<file path="config.mk">
export PLATFORM = sky130hd
export DESIGN_NAME = sfd_top
export DESIGN_NICKNAME = d
export VERILOG_FILES = /design/src/rtl/sfd_pkg.sv /design/src/rtl/sfd_top.sv
export VERILOG_INCLUDE_DIRS = /design/src /design/src/rtl
export SDC_FILE = /design/constraint.sdc
export NUM_CORES = 1
export LEC_CHECK = 0
export ABC_AREA = 1
export BUFFER_PORTS_ARGS = -buffer_cell sky130_fd_sc_hd__buf_2
export CORE_ASPECT_RATIO = 1.5
export CORE_MARGIN = 2
export CORE_UTILIZATION = 48
export DETAILED_ROUTE_END_ITERATION = 10
export GPL_TIMING_DRIVEN = 0
export PLACE_DENSITY_LB_ADDON = 0.3
export SLEW_MARGIN = 15
export SYNTH_ARGS = -nofsm -noshare
export SYNTH_HDL_FRONTEND = slang
export SYNTH_SLANG_ARGS = --single-unit
export TNS_END_PERCENT = 20
</file>
<file path="constraint.sdc">
create_clock -name clock -period 24.9 [get_ports clock]
set_input_delay 2.49 -clock clock [delete_from_list [all_inputs] [get_ports clock]]
set_output_delay 2.49 -clock clock [all_outputs]
set_load 0.02 [all_outputs]
</file>
<file path="src/rtl/sfd_regs.svh">
`ifndef SFD_REGS_SVH
`define SFD_REGS_SVH

// ----------------------------------------
// Register byte offsets
// ----------------------------------------
`define SFD_OFF_STAT  6'h00
`define SFD_OFF_CONF  6'h04
`define SFD_OFF_TXD   6'h08
`define SFD_OFF_RXD   6'h0c
`define SFD_OFF_OPC   6'h10
`define SFD_OFF_LOC   6'h14
`define SFD_OFF_MODE  6'h18
`define SFD_OFF_HDR   6'h1c
`define SFD_OFF_ISTAT 6'h24
`define SFD_OFF_ICLR  6'h28
`define SFD_OFF_IEN   6'h2c

// ----------------------------------------
// Control field positions
// ----------------------------------------
`define SFD_B_START 15
`define SFD_B_STOP  14
`define SFD_B_RW    13
`define SFD_B_FLUSH 9
`define SFD_B_BLEN  5

// ----------------------------------------
// Status field positions
// ----------------------------------------
`define SFD_B_TXOVR 11
`define SFD_B_RXUND 8
`define SFD_B_TXSAT 7
`define SFD_B_TXVAC 6
`define SFD_B_RXSAT 5
`define SFD_B_RXVAC 4
`define SFD_B_BUSY  0

// ----------------------------------------
// Interrupt bits and reset values
// ----------------------------------------
`define SFD_I_TXOVR 0
`define SFD_I_RXUND 1
`define SFD_I_DONE  2
`define SFD_RST_W32 32'h0000_0000
`define SFD_RST_W16 16'h0000

`endif

</file>
<file path="src/rtl/sfd_pkg.sv">
package sfd_pkg;

  typedef enum logic [5:0]
  {
    SFD_PH_IDLE  = 6'h01,
    SFD_PH_OPC   = 6'h02,
    SFD_PH_LOC   = 6'h04,
    SFD_PH_MODE  = 6'h08,
    SFD_PH_DUMMY = 6'h10,
    SFD_PH_DATA  = 6'h20
  } sfd_phase_e;

endpackage

</file>
<file path="src/rtl/sfd_top.sv">
// Functional notes
// - Each transmit-port write pushes its word into an 8x32 queue unless the queue is full.
// - Queue data goes out only after opcode, location, mode and dummy bytes.
// - Serial clock halts while the transmit queue is empty.
// - One-byte length sends only bits 7:0, msb first.
// - Four-byte length sends bytes low to high, each msb first.
// - Writing a full transmit queue sets overrun; host checks full first.
// - Read transfers shift serial input into an 8x32 queue read via port.
// - Serial clock halts while the receive queue is full.
// - One-byte mode fills bits 7:0; four-byte fills low byte up to top.
// - Reading an empty receive queue sets underrun; host checks empty first.
// - Setting start begins the transfer with the opcode bytes.
// - Opcode count 0 sends none, 1 low byte, 2 high then low.
// - Direction bit clear reads, set writes.
// - Length bit clear is one byte, set is four bytes.
`include "sfd_regs.svh"

module sfd_top
  import sfd_pkg::*;
#(
  parameter int SCK_HALF = 4,                 // System clocks per serial half period
  parameter int DEPTH    = 8                  // Entries per queue
)
(
  input  wire logic        clock,             // 100 MHz
  input  wire logic        rst_n,             // Async reset
  input  wire logic [5:0]  avs_address,       // Byte address
  input  wire logic        avs_read,          // Read request
  input  wire logic        avs_write,         // Write request
  input  wire logic [31:0] avs_writedata,     // Write data
  output logic      [31:0] avs_readdata,      // Read data
  output logic             avs_waitrequest,   // Stall
  output logic             irq,               // Level interrupt
  output logic             sclk,              // Serial clock
  output logic             cs_n,              // Flash select
  output logic             sio_out,           // Serial data out
  output logic             sio_oe,            // Serial data enable
  input  wire logic        sio_in             // Serial data in
);

  localparam int AW = $clog2(DEPTH);
  localparam int CW = 8;

  // ----------------------------------------
  // Reset and input synchronisers
  // ----------------------------------------
  logic rst_s1_q, rst_n_q, sin_s1_q, sin_s2_q;

  always_ff @(posedge clock or negedge rst_n)
  begin
    if (!rst_n)
    begin
      rst_s1_q <= 1'b0;
      rst_n_q  <= 1'b0;
    end
    else
    begin
      rst_s1_q <= 1'b1;
      rst_n_q  <= rst_s1_q;
    end
  end

  always_ff @(posedge clock or negedge rst_n_q)
  begin
    if (!rst_n_q)
    begin
      sin_s1_q <= 1'b0;
      sin_s2_q <= 1'b0;
    end
    else
    begin
      sin_s1_q <= sio_in;
      sin_s2_q <= sin_s1_q;
    end
  end

  // ----------------------------------------
  // Declarations
  // ----------------------------------------
  logic             start_q, stop_q, rw_q, blen_q, rvld_q;
  logic [15:0]      opc_q, mode_q;
  logic [31:0]      loc_q, txd_q, rdata_q, word_q, rxw_q;
  logic [1:0]       icnt_q, mcnt_q, dcnt_q, wb_q;
  logic [2:0]       lcnt_q, ien_q, ist_q, left_q, bit_q;
  sfd_phase_e       ph_q;
  logic             load_q, sclk_q, csn_q;
  logic [7:0]       sh_q, rxs_q;
  logic [CW-1:0]    div_q;
  logic [31:0]      tx_mem [DEPTH];
  logic [31:0]      rx_mem [DEPTH];
  logic [AW:0]      tx_wp_q, tx_rp_q, rx_wp_q, rx_rp_q, tx_cnt, rx_cnt;
  logic             rd_go, wr_tx, rd_rx, tx_push, tx_pop, rx_push, rx_pop;
  logic             tx_vac, tx_sat, rx_vac, rx_sat, ovr_ev, und_ev, done;
  logic             flush, tick, in_data, wlast, byte_end;
  logic [31:0]      tx_head, rx_pdata, rmux;
  logic [2:0]       iclr;

  // ----------------------------------------
  // Bus decode
  // ----------------------------------------
  assign rd_go   = avs_read & ~rvld_q;
  assign avs_waitrequest = rd_go;
  assign avs_readdata    = rdata_q;
  assign wr_tx   = avs_write && avs_address == `SFD_OFF_TXD;
  assign rd_rx   = rd_go && avs_address == `SFD_OFF_RXD;
  assign tx_push = wr_tx && !tx_sat;
  assign ovr_ev  = wr_tx && tx_sat;
  assign rx_pop  = rd_rx && !rx_vac;
  assign und_ev  = rd_rx && rx_vac;
  assign flush   = avs_write && avs_address == `SFD_OFF_CONF && avs_writedata[`SFD_B_FLUSH];
  assign iclr    = (avs_write && avs_address == `SFD_OFF_ICLR) ? avs_writedata[2:0] : 3'h0;

  always_comb
  begin
    rmux = `SFD_RST_W32;
    unique case (avs_address)
      `SFD_OFF_STAT:
      begin
        rmux[`SFD_B_TXOVR] = ist_q[`SFD_I_TXOVR];
        rmux[`SFD_B_RXUND] = ist_q[`SFD_I_RXUND];
        rmux[`SFD_B_TXSAT] = tx_sat;
        rmux[`SFD_B_TXVAC] = tx_vac;
        rmux[`SFD_B_RXSAT] = rx_sat;
        rmux[`SFD_B_RXVAC] = rx_vac;
        rmux[`SFD_B_BUSY]  = !csn_q;
      end
      `SFD_OFF_CONF:
      begin
        rmux[`SFD_B_START] = start_q;
        rmux[`SFD_B_STOP]  = stop_q;
        rmux[`SFD_B_RW]    = rw_q;
        rmux[`SFD_B_BLEN]  = blen_q;
      end
      `SFD_OFF_TXD:   rmux = txd_q;
      `SFD_OFF_RXD:   rmux = rx_vac ? `SFD_RST_W32 : rx_mem[rx_rp_q[AW-1:0]];
      `SFD_OFF_OPC:   rmux[15:0] = opc_q;
      `SFD_OFF_LOC:   rmux = loc_q;
      `SFD_OFF_MODE:  rmux[15:0] = mode_q;
      `SFD_OFF_HDR:   rmux[13:0] = {dcnt_q, 2'h0, mcnt_q, 1'b0, lcnt_q, 2'h0, icnt_q};
      `SFD_OFF_ISTAT: rmux[2:0] = ist_q;
      `SFD_OFF_IEN:   rmux[2:0] = ien_q;
      default:        rmux = `SFD_RST_W32;
    endcase
  end

  always_ff @(posedge clock or negedge rst_n_q)
  begin
    if (!rst_n_q)
    begin
      rvld_q  <= 1'b0;
      rdata_q <= `SFD_RST_W32;
    end
    else
    begin
      rvld_q <= rd_go;
      if (rd_go)
        rdata_q <= rmux;
    end
  end

  // ----------------------------------------
  // Software registers
  // ----------------------------------------
  always_ff @(posedge clock or negedge rst_n_q)
  begin
    if (!rst_n_q)
    begin
      {start_q, stop_q, rw_q, blen_q} <= 4'h0;
      {opc_q, mode_q} <= {`SFD_RST_W16, `SFD_RST_W16};
      {loc_q, txd_q}  <= {`SFD_RST_W32, `SFD_RST_W32};
      {icnt_q, mcnt_q, dcnt_q, lcnt_q, ien_q} <= 12'h000;
    end
    else
    begin
      if (avs_write)
      begin
        unique case (avs_address)
          `SFD_OFF_CONF:
          begin
            start_q <= avs_writedata[`SFD_B_START];
            stop_q  <= avs_writedata[`SFD_B_STOP];
            rw_q    <= avs_writedata[`SFD_B_RW];
            blen_q  <= avs_writedata[`SFD_B_BLEN];
          end
          `SFD_OFF_TXD:  txd_q  <= avs_writedata;
          `SFD_OFF_OPC:  opc_q  <= avs_writedata[15:0];
          `SFD_OFF_LOC:  loc_q  <= avs_writedata;
          `SFD_OFF_MODE: mode_q <= avs_writedata[15:0];
          `SFD_OFF_HDR:
          begin
            icnt_q <= avs_writedata[1:0];
            lcnt_q <= avs_writedata[6:4];
            mcnt_q <= avs_writedata[9:8];
            dcnt_q <= avs_writedata[13:12];
          end
          `SFD_OFF_IEN:  ien_q  <= avs_writedata[2:0];
          default:       ;
        endcase
      end
      if (done)
      begin
        start_q <= 1'b0;
        stop_q  <= 1'b0;
      end
    end
  end

  // ----------------------------------------
  // Interrupts: set wins over clear
  // ----------------------------------------
  always_ff @(posedge clock or negedge rst_n_q)
  begin
    if (!rst_n_q)
      ist_q <= 3'h0;
    else
      ist_q <= (ist_q & ~iclr) | {done, und_ev, ovr_ev};
  end

  assign irq = |(ist_q & ien_q);

  // ----------------------------------------
  // Queues
  // ----------------------------------------
  assign tx_cnt  = tx_wp_q - tx_rp_q;
  assign rx_cnt  = rx_wp_q - rx_rp_q;
  assign tx_vac  = tx_cnt == '0;
  assign tx_sat  = tx_cnt == (AW+1)'(DEPTH);
  assign rx_vac  = rx_cnt == '0;
  assign rx_sat  = rx_cnt == (AW+1)'(DEPTH);
  assign tx_head = tx_mem[tx_rp_q[AW-1:0]];

  for (genvar i = 0; i < DEPTH; i++)
  begin : g_ent
    always_ff @(posedge clock)
    begin
      if (tx_push && tx_wp_q[AW-1:0] == AW'(i))
        tx_mem[i] <= avs_writedata;
      if (rx_push && rx_wp_q[AW-1:0] == AW'(i))
        rx_mem[i] <= rx_pdata;
    end
  end

  always_ff @(posedge clock or negedge rst_n_q)
  begin
    if (!rst_n_q)
      {tx_wp_q, tx_rp_q, rx_wp_q, rx_rp_q} <= '0;
    else if (flush)
      {tx_wp_q, tx_rp_q, rx_wp_q, rx_rp_q} <= '0;
    else
    begin
      tx_wp_q <= tx_wp_q + (AW+1)'(tx_push);
      tx_rp_q <= tx_rp_q + (AW+1)'(tx_pop);
      rx_wp_q <= rx_wp_q + (AW+1)'(rx_push);
      rx_rp_q <= rx_rp_q + (AW+1)'(rx_pop);
    end
  end

  // ----------------------------------------
  // Serial engine
  // ----------------------------------------
  assign tick     = div_q == CW'(SCK_HALF - 1);
  assign in_data  = ph_q == SFD_PH_DATA;
  assign wlast    = blen_q ? (wb_q == 2'h3) : 1'b1;
  assign byte_end = !load_q && tick && sclk_q && bit_q == 3'h7;
  assign tx_pop   = load_q && in_data && rw_q && wb_q == 2'h0 && !stop_q && !tx_vac;
  assign rx_push  = byte_end && in_data && !rw_q && wlast;
  assign rx_pdata = blen_q ? {rxs_q, rxw_q[23:0]} : {24'h0, rxs_q};
  assign done     = load_q && in_data && wb_q == 2'h0 && stop_q;
  assign sclk     = sclk_q;
  assign cs_n     = csn_q;
  assign sio_out  = sh_q[7];
  assign sio_oe   = !csn_q && !(in_data && !rw_q);

  always_ff @(posedge clock or negedge rst_n_q)
  begin
    if (!rst_n_q)
      div_q <= '0;
    else if (csn_q || load_q || tick)
      div_q <= '0;
    else
      div_q <= div_q + 1'b1;
  end

  always_ff @(posedge clock or negedge rst_n_q)
  begin
    if (!rst_n_q)
    begin
      ph_q   <= SFD_PH_IDLE;
      {left_q, bit_q, wb_q} <= 8'h00;
      {load_q, sclk_q, csn_q} <= 3'b101;
      {sh_q, rxs_q} <= 16'h0000;
      {word_q, rxw_q} <= {`SFD_RST_W32, `SFD_RST_W32};
    end
    else if (load_q)
    begin
      unique case (ph_q)
        SFD_PH_IDLE:
          if (start_q)
          begin
            ph_q   <= SFD_PH_OPC;
            left_q <= {1'b0, icnt_q};
            csn_q  <= 1'b0;
            {bit_q, wb_q} <= 5'h00;
          end
        SFD_PH_OPC:
          if (left_q == 3'h0)
          begin
            ph_q   <= SFD_PH_LOC;
            left_q <= lcnt_q;
          end
          else
          begin
            sh_q   <= (left_q == 3'h2) ? opc_q[15:8] : opc_q[7:0];
            left_q <= left_q - 3'h1;
            load_q <= 1'b0;
          end
        SFD_PH_LOC:
          if (left_q == 3'h0)
          begin
            ph_q   <= SFD_PH_MODE;
            left_q <= {1'b0, mcnt_q};
          end
          else
          begin
            sh_q   <= loc_q[{left_q[1:0] - 2'h1, 3'h0} +: 8];
            left_q <= left_q - 3'h1;
            load_q <= 1'b0;
          end
        SFD_PH_MODE:
          if (left_q == 3'h0)
          begin
            ph_q   <= SFD_PH_DUMMY;
            left_q <= {1'b0, dcnt_q};
          end
          else
          begin
            sh_q   <= (left_q == 3'h2) ? mode_q[15:8] : mode_q[7:0];
            left_q <= left_q - 3'h1;
            load_q <= 1'b0;
          end
        SFD_PH_DUMMY:
          if (left_q == 3'h0)
            ph_q <= SFD_PH_DATA;
          else
          begin
            sh_q   <= 8'h00;
            left_q <= left_q - 3'h1;
            load_q <= 1'b0;
          end
        SFD_PH_DATA:
          if (done)
          begin
            ph_q  <= SFD_PH_IDLE;
            csn_q <= 1'b1;
          end
          else if (rw_q && wb_q == 2'h0)
          begin
            if (!tx_vac)
            begin
              word_q <= tx_head;
              sh_q   <= tx_head[7:0];
              load_q <= 1'b0;
            end
          end
          else if (rw_q)
          begin
            sh_q   <= word_q[{wb_q, 3'h0} +: 8];
            load_q <= 1'b0;
          end
          else if (!(wb_q == 2'h0 && rx_sat))
          begin
            sh_q   <= 8'h00;
            load_q <= 1'b0;
          end
        default:
        begin
          ph_q  <= SFD_PH_IDLE;
          csn_q <= 1'b1;
        end
      endcase
    end
    else if (tick)
    begin
      sclk_q <= !sclk_q;
      if (!sclk_q)
        rxs_q <= {rxs_q[6:0], sin_s2_q};
      else if (bit_q == 3'h7)
      begin
        bit_q  <= 3'h0;
        load_q <= 1'b1;
        if (in_data)
        begin
          rxw_q[{wb_q, 3'h0} +: 8] <= rxs_q;
          wb_q <= wlast ? 2'h0 : wb_q + 2'h1;
        end
      end
      else
      begin
        bit_q <= bit_q + 3'h1;
        sh_q  <= {sh_q[6:0], 1'b0};
      end
    end
  end
endmodule // sfd_top
</file>
Word level (Yosys, flattened, before mapping)
Memory sizes are Yosys's and may differ from the RTL's.
Index checks and enable logic that the tools add are counted.
Storage, ports and cells
  bits in registers: 273
  memory bits (writable): 512
  input port bits: 43
  output and inout bits: 38
  logic and storage cells: 379
  memories kept: 2
Cells by class
  add/subtract/negate cells: 12
  equal/unequal tests: 54
  shift operators: 4
  multiplexer cells: 159
  bitwise operators: 11
  reductions and logical operators: 101
Memory list
  rx_mem: words 8, width 32, rd ports 1, clocked after memory_dff 0, wr ports 1, line sfd_top.sv:90  | logic [31:0] rx_mem [DEPTH];
  tx_mem: words 8, width 32, rd ports 1, clocked after memory_dff 0, wr ports 1, line sfd_top.sv:89  | logic [31:0] tx_mem [DEPTH];
Operator list (number)
  $mux 32: 16
  $reduce_or 32->1: 14
  $mux 8: 16
  $mux 3: 26
  $mux 1: 65
  $shiftx 32x6->8: 2
  $pmux 16 s3: 1
  $logic_and 1x1->1: 42
  $pmux 8 s5: 1
  $mux 6: 6
  $pmux 6 s6: 1
  $bwmux 32: 1
  $shift 8x7->32 const A: 1
  $shiftx 8x7->32: 1
  $eq 6x5->1 const B: 5
  $eq 3x3->1 const B: 9
  $eq 6x6->1 const B: 4
  $pmux 2 s6: 2
  $pmux 3 s7: 1
  $eq 6x4->1 const B: 3
  $ne 2x2->1 const B: 9
  $reduce_and 2->1: 9
  $add 4x1->4: 4
  $mux 2: 8
  51 further kinds: 94

Depth between registers and ports, before layout
  word-level depth: 18
  mapped depth: 16
  gate-level depth less buffers: 14

Worst setup path before layout
Ideal clock, no wire load.
  path type: input port to flip-flop
  start: in avs_address[5]
  end: mem tx_mem[2][0] (enable)
  library setup time: 461 ps
  arrival time: 5434 ps
  required time: 24439 ps
  setup slack: 19005 ps
  stages: 7
  buffers on the path: 0
  cells stage by stage: nor2_1 -> nand3_1 -> inv_1 -> nand2_1 -> nor2_1 -> nand2_1 -> nor3_1
Between the ends
  longest elaborated chain between the ends: 14
  elaborated cells between the ends (all ways): 48
  those cells by class: eq/ne (1); mux (30); reduce/logical (17)
RTL lines
  start: declaration: line sfd_top.sv:27  | input wire logic [5:0] avs_address,
  $eq 6x4->1 (*)
  $logic_and 1x1->1 (no source line) (*)
  $logic_and 1x1->1 (*): line sfd_top.sv:106  | assign tx_push = wr_tx && !tx_sat;
  $logic_and 1x1->1: line sfd_top.sv:236  | if (tx_push && tx_wp_q[AW-1:0] == AW'(i))
  $mux 1: line sfd_top.sv:236
  $mux 1 (implied by the code): line sfd_top.sv:237  | tx_mem[i] <= avs_writedata;
  $reduce_or 32->1 (no source line)
  $mux 3 (no source line) or $mux 1 (tied branches) (7 in a row)
  end: declaration: line sfd_top.sv:89
Every way passes the cells marked *; elsewhere a longest branch is shown, timed or not.

Final worst setup path
  start: in avs_read
  end: out avs_waitrequest
Between the ends
  longest elaborated chain between the ends: 1
RTL lines
  start: declaration: line sfd_top.sv:28  | input wire logic avs_read,
  $and 1x1->1: line sfd_top.sv:101  | assign rd_go = avs_read & ~rvld_q;
  end: declaration: line sfd_top.sv:32  | output logic avs_waitrequest,
No other way between the ends.

==> results.md <==
- Vias per cell: 5.52
- Antenna-violating nets left: 0
- Max FO, Critical Path: 11
- Slew headroom: a little under a quarter
- Commonest cells post-synth: 947 x nand2_1, 512 x edfxtp_1, 371 x nand3_1
- Length in cells of the worst reg-to-reg path: 15
- Postcts setup bufs: 0
- Final Skew: around 0.027 ns
- Port Buf Inserts: 79
- Antenna violations before repair: 2
- Top sig layer: met5
- Fmax: around 160 MHz
- Post-DP HPWL: 72,400 microns
- Tcrit/Tclk final: 25.5%
- Metal-1 WL: ~36,000 microns
- Syn_nets: 3,508
- Final hold slack: 0.242 ns
- Status: finished clean
- Largest net degree at the start of global routing: 56
- Post-Syn Area: around 34,000 sq um
- First-pass iteration count of the detailed router: 7
- # setup viols final: 0
- R2r startpoint: tx_rp_q[2]
- Worst reg2reg setup slack: 20.02 ns
- Top cell type by total area after synthesis: edfxtp_1
- All-Layer GR Usage: 27.8%
- Post-CTS sizing: 0
- Worst VDD drop: 52.2 uV
- P&R area growth vs syn: 14.2%
- Clock transition at the registers of the reported paths: roughly 0.060 ns
- Max-cap violations: 0
- Min Clock Period, post-route: 6.36 ns
- Worst-Skew Late Latency: about 0.64 ns
- Post-CTS Hold Fix Bufs: 0
- Core area: 70,000 sq um
- PwrDens: 81.9 nW/um^2
- Final #Nets: around 3,700
- CTS H-tree depth: 3
- Worst slew pin tran: between 1 and 1.5 ns
- Root Buffer: clkbuf_16
- Total chip power: 3.16 mW
- Mapped Cells: 3,440
- WL/cell: 21.6 microns
- R2R Path End: tx_mem[3][3]
- Hold Violations, Final: 0
- Worst hold path type: register to asynchronous set/reset pin
- Final WL: 99,600 microns
- Vias: 25,500
- Die Y: 329 microns
- Synth top area share: 45.6%
- Longest Clk Path Bufs: 3
- Final-report max-slew violation count: 0
- Top_reg_cell synth: edfxtp_1
- Total CTS buffers: 74
- Sequential area share after synthesis: about two thirds
- CP Data Required Time: between 20 and 25 ns
- Synth Area per Inst: 9.81 sq um
- Clock Sinks: ~780
- DRT iter0 DRCs: 2,423
- Most frequent cell after synthesis: nand2_1
- Worst setup SP type: primary input
- Num rows: 119
- Worst Setup End Kind: output pin
- Die Footprint: 72,500 sq um
- GRT overflow: 0
- Fin Setup TNS: 0 ns
- Unique masters post-synth: 42
- # IOs: 81
- Placer Congestion: 0.988
- Critical path type: primary input to output pin
- Pleak: 16.0 nW
- Arr. time, crit path: 3.87 ns
- Ys async rst share: 34.1%
- CTS tree: built
- Met3 Wirelength: between 5000 and 6000 microns
- Layout cells sized above 1: a little under a tenth
- Synth area leaders: edfxtp_1 46%, dfrtp_1 19%, nand2_1 11%
- Drt drc: 0
- Post-Route Utilization: a little under three fifths
- Synth Register Bits: 777
- Met2 wire length: 51,300 microns
- Unrepaired setup endpoints after global routing: false
- Yosys warns: 0
- First-pass GRT wire length: 149,000 microns
- Vias in the first global route: 25,100
- Number of synthesized flops with an enable pin: 512
- Starting density of the core: between 40% and 50%
- Die Width: 221 microns
-- power breakdown --
group          leakage, nW  internal (mW)  switching, mW  total (mW)
combinational         6.71          0.129          0.359       0.489
sequential            8.02           1.43         0.0456        1.47
clock                 1.23          0.693          0.499        1.19
-- cells by family (layout without fill, tap and decap cells) --
kind of cell / after synthesis / in the layout / synth area share (%)
AND/OR/NAND/NOR: 1724 / 1724 / 21.3
AO/OA/AOI/OAI: 418 / 418 / 6.58
flip-flops: 777 / 777 / 65.2
buffers and inverters: 486 / 745 / 5.74
adder cells (fa/ha/maj): 25 / 25 / 0.927
XOR/XNOR: 9 / 9 / 0.234
other: 1 / 3 / 0.0111
-- cells in the final DEF (no fill, tap or decap), types with 25 or more instances in the layout --
master     instances
o21ai_0          303
edfxtp_1         512
clkbuf_1          99
ha_1              25
buf_2            129
inv_1            304
nor2_1           314
nand4_1           41
nand3_1          371
nand2_1          947
a21oi_1           40
buf_1             28
dfrtp_1          261
clkbuf_16         76
buf_4             29
-- flip-flops by register name, summed over array words and instances, names as in the netlist, 8 cells and up --
name	count
tx_mem	256
sh_q	8
div_q	8
mode_q	16
word_q	32
opc_q	16
rxw_q	24
rx_mem	256
avs_readdata	32
loc_q	32
rxs_q	8
txd_q	32
-- how the worst max path moves through the flow --
stage | start | endpoint | slack (ns) | depth (start not counted)
floorplan | rst_n_q | avs_readdata[0] | 16.97 | 0
global placement | rst_n_q | avs_readdata[30] | 13.51 | 0
detailed placement | avs_read | avs_waitrequest | 18.54 | 5
CTS | avs_read | avs_waitrequest | 18.53 | 5
global route | avs_read | avs_waitrequest | 18.43 | 5
finish | avs_read | avs_waitrequest | 18.54 | 5
-- metal layers --
layer	vias to the layer above	global-route usage, %
met5	-	0
met4	4	18.0
met3	313	3.87
met2	1004	49.1
met1	12300	31.0
li1	11800	-
-- cell type report --
class / instances / area (sq um)
fillers: 6145 / 31400
well taps: 907 / 1130
repair buffers: 124 / 1030
plain buffers: 173 / 761
clock buffers: 91 / 1980
flip-flops and latches: 777 / 22000
diodes: 2 / 5.00
inverters: 313 / 1170
clock inverters: 44 / 546
multi-input cells: 2177 / 9900
-- per-stage QoR --
stage	worst slack [ns]	cell area, sq um	std cells
6_report	18.54	38500	4608
5_1_grt	18.43	38500	4606
4_1_cts	18.53	38500	4606
3_5_place_dp	18.54	36000	4471
3_3_place_gp	13.51	35300	4426
2_1_floorplan	16.97	33700	3440
-- worst max-delay path, stage by stage --
cell and delay (ns):
buf_2 0.07, inv_1 0.06, nor2_1 0.26, clkbuf_1 0.66, buf_2 0.33
Power figures use the tool's default switching activity.
